<file path="config.mk">
export PLATFORM = sky130hd
export DESIGN_NAME = mrc_top
export DESIGN_NICKNAME = d
export VERILOG_FILES = /design/src/mrc_pkg.sv /design/src/mrc_flag_cell.sv /design/src/mrc_setup_seq.sv /design/src/mrc_top.sv
export VERILOG_INCLUDE_DIRS = /design/src
export SDC_FILE = /design/constraint.sdc
export NUM_CORES = 1
export LEC_CHECK = 0
export BUFFER_PORTS_ARGS = -buffer_cell sky130_fd_sc_hd__buf_2
export CAP_MARGIN = 30
export CORE_ASPECT_RATIO = 1.75
export CORE_MARGIN = 2
export CORE_UTILIZATION = 45
export DETAILED_ROUTE_END_ITERATION = 8
export GPL_TIMING_DRIVEN = 0
export PLACE_DENSITY = 0.75
export SKIP_LAST_GASP = 1
export SYNTH_ARGS = -nofsm -noshare
export SYNTH_HDL_FRONTEND = slang
export SYNTH_SLANG_ARGS = --single-unit
</file>
<file path="constraint.sdc">
create_clock -name clk -period 2.1 [get_ports clk]
set_input_delay 0 -clock clk [delete_from_list [all_inputs] [get_ports clk]]
set_output_delay 0 -clock clk [all_outputs]
set_load 0.05 [all_outputs]
</file>
<file path="src/mrc_consts.svh">
// Constants of the run-control register bank: indexes, bit positions, resets
// Included by bare name from the bank's top module, its checker and its bench
`ifndef MRC_CONSTS_SVH
`define MRC_CONSTS_SVH

// Register indexes on the register port
`define MRC_IDX_CTRL 8'h00
`define MRC_IDX_PTR_LO 8'h01
`define MRC_IDX_PTR_HI 8'h02
`define MRC_IDX_MASKS 8'h03
`define MRC_IDX_SHD_LO 8'h10
`define MRC_IDX_SHD_HI 8'h11

// Control/status bit positions
`define MRC_B_LOAD 0
`define MRC_B_RUN 1
`define MRC_B_HALT 2
`define MRC_B_POLL 3
`define MRC_B_TXON 4
`define MRC_B_RXON 5
`define MRC_B_IE 6
`define MRC_B_SUM 7
`define MRC_B_ERR 15

// Mask register bit positions
`define MRC_B_USD 6
`define MRC_B_FLAG0 8
`define MRC_B_BABBLE_FLAG 14

// Number of maskable status flags
`define MRC_NFLAG 6

// Reset values
`define MRC_MASK_RST 6'h00
`define MRC_CTRL_RST 1'b0
`define MRC_HALT_RST 1'b1

`endif

</file>
<file path="src/mrc_pkg.sv">
// Types shared by the run-control register bank
// No dependencies
package mrc_pkg;

  typedef enum logic [0:0] {
    MRC_SETUP_IDLE,
    MRC_SETUP_FETCH
  } mrc_setup_state_t;

endpackage

</file>
<file path="src/mrc_flag_cell.sv">
// One sticky status flag: hardware sets, software writes one to clear
// Assumes one clock; halt clears the flag
`timescale 1ns/10ps
`default_nettype none
module mrc_flag_cell
  import mrc_pkg::*;
(
  input wire logic clk,
  input wire logic nrst,
  input wire logic set_evt,
  input wire logic clr_w1,
  input wire logic clr_halt,
  output logic flag
);

  logic flag_reg;

  // Halt stops everything; otherwise a new event beats a software clear
  always_ff @(posedge clk or negedge nrst)
  begin
    if (!nrst)
      flag_reg <= 1'b0;
    else if (clr_halt)
      flag_reg <= 1'b0;
    else if (set_evt)
      flag_reg <= 1'b1;
    else if (clr_w1)
      flag_reg <= 1'b0;
  end

  assign flag = flag_reg;

endmodule // mrc_flag_cell
`default_nettype wire

</file>
<file path="src/mrc_setup_seq.sv">
// Setup-block fetch sequencer: one fetch request per start, done pulse at end
// Assumes the memory side raises fetch_ack once the block is read in
`timescale 1ns/10ps
`default_nettype none
module mrc_setup_seq
  import mrc_pkg::*;
(
  input wire logic clk,
  input wire logic nrst,
  input wire logic start,
  input wire logic abort,
  input wire logic fetch_ack,
  output logic fetch_req,
  output logic busy,
  output logic done
);

  mrc_setup_state_t state_reg;
  logic done_reg;

  always_ff @(posedge clk or negedge nrst)
  begin
    if (!nrst)
      state_reg <= MRC_SETUP_IDLE;
    else if (abort)
      state_reg <= MRC_SETUP_IDLE;
    else
    begin
      unique case (state_reg)
        MRC_SETUP_IDLE:
          if (start)
            state_reg <= MRC_SETUP_FETCH;
        MRC_SETUP_FETCH:
          if (fetch_ack)
            state_reg <= MRC_SETUP_IDLE;
      endcase
    end
  end

  always_ff @(posedge clk or negedge nrst)
  begin
    if (!nrst)
      done_reg <= 1'b0;
    else
      done_reg <= !abort && state_reg == MRC_SETUP_FETCH && fetch_ack;
  end

  assign fetch_req = state_reg == MRC_SETUP_FETCH;
  assign busy = state_reg == MRC_SETUP_FETCH;
  assign done = done_reg;

endmodule // mrc_setup_seq
`default_nettype wire

</file>
<file path="src/mrc_top.sv">
// Run-control, setup pointer and interrupt mask registers of the MAC
// Assumes a single software master on the register port, one clock
//
// Behaviour
// [RULE1] Halt set stops all external activity until run or setup-load is set
// [RULE2] Halt written with run and setup-load in one write wins over both
// [RULE3] Halt set by write one or reset; cleared by run or setup-load
// [RULE4] Run enables transmit, receive and buffer management, clears halt; a run written alone while a setup fetch is busy enables nothing
// [RULE5] Run and setup-load together: setup finishes before transmit and receive
// [RULE6] Run set by write one; write zero ignored; halt clears it
// [RULE7] Setup-load starts the setup-block fetch and clears halt
// [RULE8] Setup-load stays set after the fetch completes
// [RULE9] Setup-load set by write one; cleared by reset or halt
// [RULE10] Reset or halt clears the transmit poll demand
// [RULE11] Software writes low pointer with bit zero kept at zero
// [RULE12] Low pointer write also copies into the low shadow register
// [RULE13] Pointers accessible only in halt or suspend; reset leaves them alone
// [RULE14] Software writes upper address bits, zeros in bits 15 to 8
// [RULE15] High pointer write also copies into the high shadow register
// [RULE16] Babble, missed-frame, memory-error masks keep their flags off the summary
// [RULE17] Receive, transmit, setup-done masks keep their flags off the summary
// [RULE18] Reset clears every mask; halt leaves masks unchanged
// [RULE19] Mask bits 15, 13 and 7 written zero, read value free
// [RULE20] Mask bit 6 disables the transmit stop on underflow
// [RULE21] Underflow with stop not disabled turns transmit off; an underflow in the same cycle as go_now leaves transmit on
// [RULE22] Interrupt request only when enable bit and summary flag both set
//
// Our own choices: the strobed register port and the placing of the registers.
`timescale 1ns/10ps
`default_nettype none
`include "mrc_consts.svh"
module mrc_top
  import mrc_pkg::*;
#(
  parameter int NFLAG = `MRC_NFLAG
)
(
  input wire logic clk,
  input wire logic nrst,
  input wire logic [7:0] reg_addr,
  input wire logic [15:0] reg_wdata,
  input wire logic reg_wr,
  input wire logic reg_rd,
  output logic [15:0] reg_rdata,
  input wire logic suspend_bit,
  input wire logic babble_evt,
  input wire logic miss_evt,
  input wire logic merr_evt,
  input wire logic rx_done_evt,
  input wire logic tx_done_evt,
  input wire logic transmit_underflow_error,
  input wire logic poll_ack,
  input wire logic fetch_ack,
  output logic fetch_req,
  output logic [23:0] setup_block_pointer,
  output logic tx_enable,
  output logic rx_enable,
  output logic bmu_enable,
  output logic link_active,
  output logic transmit_poll_demand,
  output logic irq
);

  // ***************************************************
  // Write decode
  // ***************************************************
  logic wr_ctrl;
  logic wr_lo;
  logic wr_hi;
  logic wr_masks;
  logic ptr_open;
  logic halt_set;
  logic run_set;
  logic load_set;
  logic halt_reg;
  logic usd_reg;

  assign wr_ctrl = reg_wr && reg_addr == `MRC_IDX_CTRL;
  assign wr_masks = reg_wr && reg_addr == `MRC_IDX_MASKS;
  assign ptr_open = halt_reg || suspend_bit; // RULE13
  assign wr_lo = reg_wr && reg_addr == `MRC_IDX_PTR_LO && ptr_open; // RULE13
  assign wr_hi = reg_wr && reg_addr == `MRC_IDX_PTR_HI && ptr_open; // RULE13

  // Halt in the same write suppresses run and setup-load
  assign halt_set = wr_ctrl && reg_wdata[`MRC_B_HALT]; // RULE2
  assign run_set = wr_ctrl && reg_wdata[`MRC_B_RUN] && !halt_set; // RULE2
  assign load_set = wr_ctrl && reg_wdata[`MRC_B_LOAD] && !halt_set; // RULE2

  // ***************************************************
  // Run control
  // ***************************************************
  logic run_reg;
  logic load_reg;
  logic ie_reg;
  logic txon_reg;
  logic rxon_reg;
  logic poll_reg;
  logic run_wait_reg;
  logic setup_busy;
  logic setup_done;

  always_ff @(posedge clk or negedge nrst)
  begin
    if (!nrst)
      halt_reg <= `MRC_HALT_RST; // RULE3
    else if (halt_set)
      halt_reg <= 1'b1; // RULE3
    else if (run_set || load_set)
      halt_reg <= 1'b0; // RULE3 RULE4 RULE7
  end

  always_ff @(posedge clk or negedge nrst)
  begin
    if (!nrst)
      run_reg <= `MRC_CTRL_RST;
    else if (halt_set)
      run_reg <= 1'b0; // RULE6
    else if (run_set)
      run_reg <= 1'b1; // RULE6
  end

  // Setup-load is not cleared when the fetch completes
  always_ff @(posedge clk or negedge nrst)
  begin
    if (!nrst)
      load_reg <= `MRC_CTRL_RST; // RULE9
    else if (halt_set)
      load_reg <= 1'b0; // RULE9
    else if (load_set)
      load_reg <= 1'b1; // RULE8 RULE9
  end

  always_ff @(posedge clk or negedge nrst)
  begin
    if (!nrst)
      ie_reg <= `MRC_CTRL_RST;
    else if (halt_set)
      ie_reg <= 1'b0;
    else if (wr_ctrl)
      ie_reg <= reg_wdata[`MRC_B_IE];
  end

  // Run written with setup-load waits for the fetch to finish
  always_ff @(posedge clk or negedge nrst)
  begin
    if (!nrst)
      run_wait_reg <= 1'b0;
    else if (halt_set || setup_done)
      run_wait_reg <= 1'b0;
    else if (run_set && load_set)
      run_wait_reg <= 1'b1; // RULE5
  end

  logic go_now;
  assign go_now = (run_set && !load_set && !setup_busy)
    || (setup_done && run_wait_reg); // RULE4 RULE5

  // Underflow stops the transmitter unless software disabled that or go_now turns it on in the same cycle
  logic transmit_underflow_error_stop;
  assign transmit_underflow_error_stop = transmit_underflow_error && !usd_reg; // RULE20 RULE21

  always_ff @(posedge clk or negedge nrst)
  begin
    if (!nrst)
      txon_reg <= 1'b0;
    else if (halt_set)
      txon_reg <= 1'b0; // RULE1
    else if (go_now)
      txon_reg <= 1'b1; // RULE4
    else if (transmit_underflow_error_stop)
      txon_reg <= 1'b0; // RULE21
  end

  always_ff @(posedge clk or negedge nrst)
  begin
    if (!nrst)
      rxon_reg <= 1'b0;
    else if (halt_set)
      rxon_reg <= 1'b0; // RULE1
    else if (go_now)
      rxon_reg <= 1'b1; // RULE4
  end

  // Poll demand only holds while transmit is on; set wins over the ack
  always_ff @(posedge clk or negedge nrst)
  begin
    if (!nrst)
      poll_reg <= 1'b0; // RULE10
    else if (halt_set || !txon_reg)
      poll_reg <= 1'b0; // RULE10
    else if (wr_ctrl && reg_wdata[`MRC_B_POLL])
      poll_reg <= 1'b1;
    else if (poll_ack)
      poll_reg <= 1'b0;
  end

  mrc_setup_seq u_setup
  (
    .clk(clk),
    .nrst(nrst),
    .start(load_set), // RULE7
    .abort(halt_set),
    .fetch_ack(fetch_ack),
    .fetch_req(fetch_req),
    .busy(setup_busy),
    .done(setup_done)
  );

  // ***************************************************
  // Setup pointer and shadows
  // ***************************************************
  // No reset: contents survive a hardware reset
  logic [15:0] ptr_lo_reg;
  logic [7:0] ptr_hi_reg;
  logic [15:0] shd_lo_reg;
  logic [7:0] shd_hi_reg;

  always_ff @(posedge clk)
  begin
    if (wr_lo)
    begin
      ptr_lo_reg <= reg_wdata; // RULE13
      shd_lo_reg <= reg_wdata; // RULE12
    end
  end

  // Upper byte is stored narrow, so bits 15 to 8 read as zero
  always_ff @(posedge clk)
  begin
    if (wr_hi)
    begin
      ptr_hi_reg <= reg_wdata[7:0]; // RULE13
      shd_hi_reg <= reg_wdata[7:0]; // RULE15
    end
  end

  assign setup_block_pointer = {ptr_hi_reg, ptr_lo_reg};

  // ***************************************************
  // Masks and status flags
  // ***************************************************
  logic [NFLAG-1:0] mask_reg;
  logic [NFLAG-1:0] flag_evt;
  logic [NFLAG-1:0] flag;
  logic [NFLAG-1:0] flag_w1c;
  logic [NFLAG-1:0] flag_live;

  // Halt does not touch the masks
  always_ff @(posedge clk or negedge nrst)
  begin
    if (!nrst)
    begin
      mask_reg <= `MRC_MASK_RST; // RULE18
      usd_reg <= 1'b0;
    end
    else if (wr_masks)
    begin
      mask_reg <= mask_pos(reg_wdata); // RULE16 RULE17 RULE19
      usd_reg <= reg_wdata[`MRC_B_USD]; // RULE20
    end
  end

  // Flags 0..4 sit at bits 8..12, flag 5 (babble) at bit 14
  function automatic logic [NFLAG-1:0] mask_pos(input logic [15:0] w);
    mask_pos = {w[`MRC_B_BABBLE_FLAG], w[12:`MRC_B_FLAG0]};
  endfunction

  assign flag_evt = {babble_evt, miss_evt, merr_evt, rx_done_evt, tx_done_evt,
    setup_done};
  assign flag_w1c = wr_ctrl ? mask_pos(reg_wdata) : '0;

  genvar gi;
  generate
    for (gi = 0; gi < NFLAG; gi++)
    begin : g_flag
      mrc_flag_cell u_cell
      (
        .clk(clk),
        .nrst(nrst),
        .set_evt(flag_evt[gi]),
        .clr_w1(flag_w1c[gi]),
        .clr_halt(halt_set),
        .flag(flag[gi])
      );
      assign flag_live[gi] = flag[gi] && !mask_reg[gi]; // RULE16 RULE17
    end
  endgenerate

  logic summary_flag;
  assign summary_flag = |flag_live;

  // ***************************************************
  // Read port
  // ***************************************************
  logic [15:0] rdata_reg;
  logic [15:0] ctrl_view;
  logic [15:0] mask_view;

  always_comb
  begin
    ctrl_view = '0;
    ctrl_view[`MRC_B_ERR] = flag[5] || flag[4] || flag[3];
    ctrl_view[`MRC_B_BABBLE_FLAG] = flag[5];
    ctrl_view[12:`MRC_B_FLAG0] = flag[4:0];
    ctrl_view[`MRC_B_SUM] = summary_flag;
    ctrl_view[`MRC_B_IE] = ie_reg;
    ctrl_view[`MRC_B_RXON] = rxon_reg;
    ctrl_view[`MRC_B_TXON] = txon_reg;
    ctrl_view[`MRC_B_POLL] = poll_reg;
    ctrl_view[`MRC_B_HALT] = halt_reg;
    ctrl_view[`MRC_B_RUN] = run_reg;
    ctrl_view[`MRC_B_LOAD] = load_reg;
  end

  // Reserved mask bits read as zero
  always_comb
  begin
    mask_view = '0;
    mask_view[`MRC_B_BABBLE_FLAG] = mask_reg[5];
    mask_view[12:`MRC_B_FLAG0] = mask_reg[4:0];
    mask_view[`MRC_B_USD] = usd_reg; // RULE19
  end

  // Locked pointers and unmapped indexes read as zero
  always_ff @(posedge clk or negedge nrst)
  begin
    if (!nrst)
      rdata_reg <= '0;
    else if (!reg_rd)
      rdata_reg <= '0;
    else
    begin
      unique case (reg_addr)
        `MRC_IDX_CTRL:
          rdata_reg <= ctrl_view;
        `MRC_IDX_PTR_LO:
          rdata_reg <= ptr_open ? ptr_lo_reg : '0; // RULE13
        `MRC_IDX_PTR_HI:
          rdata_reg <= ptr_open ? {8'h00, ptr_hi_reg} : '0; // RULE13
        `MRC_IDX_MASKS:
          rdata_reg <= mask_view;
        `MRC_IDX_SHD_LO:
          rdata_reg <= shd_lo_reg;
        `MRC_IDX_SHD_HI:
          rdata_reg <= {8'h00, shd_hi_reg};
        default:
          rdata_reg <= '0;
      endcase
    end
  end

  // ***************************************************
  // Outputs
  // ***************************************************
  assign reg_rdata = rdata_reg;
  assign tx_enable = txon_reg;
  assign rx_enable = rxon_reg;
  assign bmu_enable = txon_reg || rxon_reg; // RULE4
  assign link_active = !halt_reg; // RULE1
  assign transmit_poll_demand = poll_reg;
  // Interrupt pin stays quiet while halted, even if enable was rewritten
  assign irq = ie_reg && summary_flag && !halt_reg; // RULE1 RULE22

endmodule // mrc_top
`default_nettype wire

</file>
---- Yosys cells after proc, flatten, opt, wreduce, memory -nomap -nowiden ----
Cells that the tools add are included.
word-level totals
  logic and storage cells ................. 135
  output and inout bits ................... 47
  flip-flop bits (word level) ............. 63
  input port bits ......................... 37
cells by class
  equality and inequality tests ........... 5
  multiplexer cells ....................... 45
  reduce and logical (&&, ||, !) cells .... 63
  bitwise logic cells ..................... 1
operator list
  operator            count
  $pmux 16 s6         1
  $mux 1              39
  $mux 16             2
  $logic_and 1x1->1   27
  $reduce_bool 3->1   8
  $eq 8x2->1 const B  2
  $eq 8x5->1 const B  2
  $logic_not 1->1     12
  $reduce_bool 2->1   6
  $eq 8x1->1 const B  1
  $logic_not 8->1     1
  $logic_or 1x1->1    8
  $mux 8              1
  $mux 6              1
  $reduce_or 6->1     1
  $pmux 1 s2          1
  $not 1->1           1

---- Depth between registers and ports, before layout ----
  depth after elaboration ................. 11
  mapped depth ............................ 6
  depth with buffers taken out ............ 4

---- Cells and area by module ----
From an unflattened synthesis, not the netlist that was laid out.
unflattened totals
  cells, all modules ...................... 226
  area, all modules ....................... 2788.9 um^2
by module, submodules not included
  module         sequential area each (um^2)  cells an instance  area each (um^2)  times used
  mrc_top        1497.7                       194                2439.8            1
  mrc_flag_cell  25.0                         4                  43.8              6
  mrc_setup_seq  50.0                         8                  86.3              1

---- Least setup slack after synthesis ----
OpenSTA, ideal clock, no wires.
  path kind ............................... input -> register
  start ................................... in reg_addr[3]
  end ..................................... reg shd_lo_reg[0] (enable)
  slack ................................... -0.311 ns
  required time ........................... 1.691 ns
  path buffers ............................ 0
  stages on the path ...................... 4
  library setup time ...................... 0.409 ns
  data arrival time ....................... 2.002 ns
  cell sequence ........................... or4_4 -> nor3_4 -> nand2_1 -> nor3_1
between the ends
  word-level cells in the longest chain between the ends .. 3
ends and longest elaborated chain
  what                                line            RTL
  start, declared                     mrc_top.sv:40   input wire logic [7:0] reg_addr,
  $eq 8x1->1                          n/a
  $logic_and 1x1->1 (no source line)  n/a
  $logic_and 1x1->1                   mrc_top.sv:81   assign wr_lo = reg_wr && reg_addr == `MRC_IDX_PTR_LO && ptr_open;
  named net wr_lo                     mrc_top.sv:68   logic wr_lo;
  end signal, assigned                mrc_top.sv:223  shd_lo_reg <= reg_wdata;
  end, declared                       mrc_top.sv:215  logic [15:0] shd_lo_reg;
The timed path passes the listed nets, and every way through them passes these cells.
A chain may end at the register's enable or synchronous reset.

---- Worst setup path after layout ----
  start ................................... reg halt_reg
  end ..................................... reg shd_lo_reg[3] (enable)
between the ends
  word-level cells in the longest chain between the ends .. 2
ends and longest elaborated chain
  what                    line            RTL
  start, declared         mrc_top.sv:75   logic halt_reg;
  start signal, assigned  mrc_top.sv:105  halt_reg <= `MRC_HALT_RST;
  $logic_or 1x1->1        mrc_top.sv:80   assign ptr_open = halt_reg || suspend_bit;
  $logic_and 1x1->1       mrc_top.sv:81
  named net wr_lo         mrc_top.sv:68
The timed path passes the listed nets, and every way through them passes these cells.

==> impl_results.md <==
* Peak supply drop at 389 uV
* First-pass GRT wire length at 10,500 microns
* Synthesis-to-finish area growth at 35.4%
* Number of max-slew violations in the final report at 0
* Final core utilization at 0.625
* Overall die width at 62.2 microns
* Total design power at 2.43 mW
* #FFs+latches synth at 63
* H-tree depth at 3
* PD cells at 672 nW/um^2
* Cell variety after synth at 42
* Slew Limit Headroom at 0.418
* XOR/XNOR share of the synthesized area at 0
* Worst-skew pair later-pin latency at 0.34 ns
* CP max FO at 9
* Vias/cell at 5.19
* Fillers at 479
* Cell Rows at 37
* Die footprint at 6590 sq um
* MaxCap Viol Count at 0
* Routed via count at 2,153
* Syn_nets at 251
* Post-route DRC violation count at 0
* Top post-synthesis cells by area: dfrtp_1, edfxtp_1, a21oi_1, mux2_2, a2bb2oi_1
* PortBufs at 81
* Leak Pwr at 1.67 nW
* Core area at 5790 sq um
* Die Y at 106 microns
* Peak Freq at 543 MHz
* Worst setup margin at 0.258 ns
* Cells after DPL at 374
* Starting density of the core at 0.461
* Drt pass-1 iters at 4
* # diodes at 0
* Adder-Cell Fraction of Synth Area at 0
* Pre-CTS setup slack at -0.0503 ns
* Outcome: completed
* Period Utilization, post-route at 0.877
* Mapped cell area at 2670 sq um
* Cts repair resizes at 0
* Nets@finish at 369
* Yosys top cell area share at 0.356
* Final setup vio count at 0
* Dominant cell type by area after synthesis: dfrtp_1
* Placer Congestion at 0.861
* CP Launch Type: flop
* Seq/Total Area, Yosys at 0.636
* CTS max path bufs at 2
* Vias in the first global route at 2,142
* Hold_buf cts at 25
* Mux cell area share after synthesis at 0.0417
* Worst Clk Skew at 0.00733 ns
* Synth Area in Simple Gates at 0.140
* CTS root buf: clkbuf_8
* Initial antenna violation count at 0
* Finished Layout Cells at 415
* Worst-margin pin slew at 0.872 ns
* Routed WL at 6550 microns
* Synth Instances at 214
* Overflow after GRT at 0
* Largest family of logic cells by synthesized area: compound AO/OA/AOI/OAI gates
* CP Capture Type: flop
* Clock sinks at 63
* Gr usage total at 0.213
* Hold Vio Cnt, Final at 0
* Hold_ws at 0.0247 ns
* Worst-path clk slew at 0.06 ns
* Hold Crit Class: in -> reg
* I/O pins at 84
* Syn Area/Cell at 12.5 sq um
* Dpl hpwl at 4750 microns
* Worst EP required at 2.15 ns
* CTS tree: built
* Routed WL per cell at 15.8 microns
* Arrival @ worst endpoint at 1.89 ns
* Unrepaired setup endpoints after global routing: false
* Crit Path Class: reg -> reg
* Post-CTS Setup Inserts at 0
* Yosys warning total at 0
* Compound-Gate Fraction of Synth Area at 0.145
* Routed Antenna Nets at 0
* Cts bufs inserted at 9
* Period minus WS final at 1.84 ns
* Share of post-route cells with drive strength above 1 at 0.359
* Iter 0 DRT Violations at 75
* Pin count of the biggest net entering global routing at 40
[cells in the final DEF, fill, tap and decap left out, types with 4 or more instances in the layout]
cell type | netlist | final
a21oi_1 | 24 | 24
a221o_1 | 4 | 4
a22o_1 | 6 | 6
a2bb2oi_1 | 7 | 7
and3_1 | 9 | 9
buf_2 | 3 | 84
clkbuf_1 | 6 | 8
clkbuf_8 | 0 | 11
dfrtp_1 | 38 | 38
dlygate4sd3_1 | 0 | 25
edfxtp_1 | 24 | 24
inv_1 | 9 | 9
mux2_2 | 9 | 9
nand2_1 | 12 | 12
nand4_1 | 9 | 9
nor2_1 | 7 | 7
nor3b_1 | 5 | 5
o22ai_1 | 4 | 4
[cells in the mapped netlist, drive strengths merged]
cell	count
dfrtp	38
a21oi	24
edfxtp	24
nand2	13
and3	9
inv	9
mux2	9
nand4	9
a2bb2oi	7
nor2	7
a22o	6
buf	6
clkbuf	6
nor3	5
nor3b	5
a221o	4
and2	4
o22ai	4
o21ai	3
a31oi	2
a32oi	2
nor2b	2
or2	2
a21o	1
a31o	1
a32o	1
and3b	1
and4bb	1
dfstp	1
mux2i	1
nand2b	1
nand3	1
nand3b	1
nand4b	1
o21ba	1
o31ai	1
or4	1
[worst max-delay path: stages, from the launching register on]
cell	delay, ns
dfstp_2	0.58
o21ai_0	0.13
nor3_2	0.59
buf_6	0.25
[stage by stage]
stage / TNS, ns / cell area [sq um]
3_3_place_gp: -5.91 / 3180
5_1_grt: 0 / 3610
4_1_cts: 0 / 3610
6_report: 0 / 3610
3_5_place_dp: -0.450 / 3190
2_1_floorplan: 0 / 2670
[where the power goes]
part / internal, mW / switching (mW) / leakage (nW)
clock network: 0.489 / 0.437 / 0.0894
registers: 1.29 / 0.0112 / 0.719
logic: 0.0919 / 0.106 / 0.859
total: 1.87 / 0.553 / 1.67
[logic make-up (layout without fill, tap and decap cells)]
group,Yosys count,after routing
mux,10,10
flops,63,63
simple gates,63,63
buf+inv,21,144
compound gates,57,57
[area by class of cell]
type,instances,area (sq um),share of cell area
Sequential cell,63,1700,0.470
Multi-Input combinational cell,130,878,0.243
Timing Repair Buffer,107,667,0.184
Clock buffer,13,159,0.0440
Tap cell,78,97.6,0.0270
Buffer,12,63.8,0.0177
Inverter,9,33.8,0.00935
Clock inverter,3,17.5,0.00485
[path summary, 6_finish.rpt]
kind | start | endpoint | slack, ns | depth (start not counted)
max | halt_reg | shd_lo_reg[3] | 0.26 | 3
min | reg_addr[5] | reg_rdata[10] | 0.02 | 4
max reg2reg | halt_reg | shd_lo_reg[3] | 0.26 | 3
min reg2reg | shd_lo_reg[13] | reg_rdata[13] | 0.49 | 1
max in group asynchronous | nrst | usd_reg | 1.23 | 2
min in group asynchronous | nrst | g_flag[4].u_cell.flag | 0.33 | 2
[per-layer routing]
layer,vias up,share of wire,track usage
li1,1041,-,-
met1,1009,0.39,0.234
met4,0,0.029,0.117
met5,-,0,0
met3,19,0.053,0.0662
met2,84,0.53,0.362
Power figures use the tool's default switching activity.
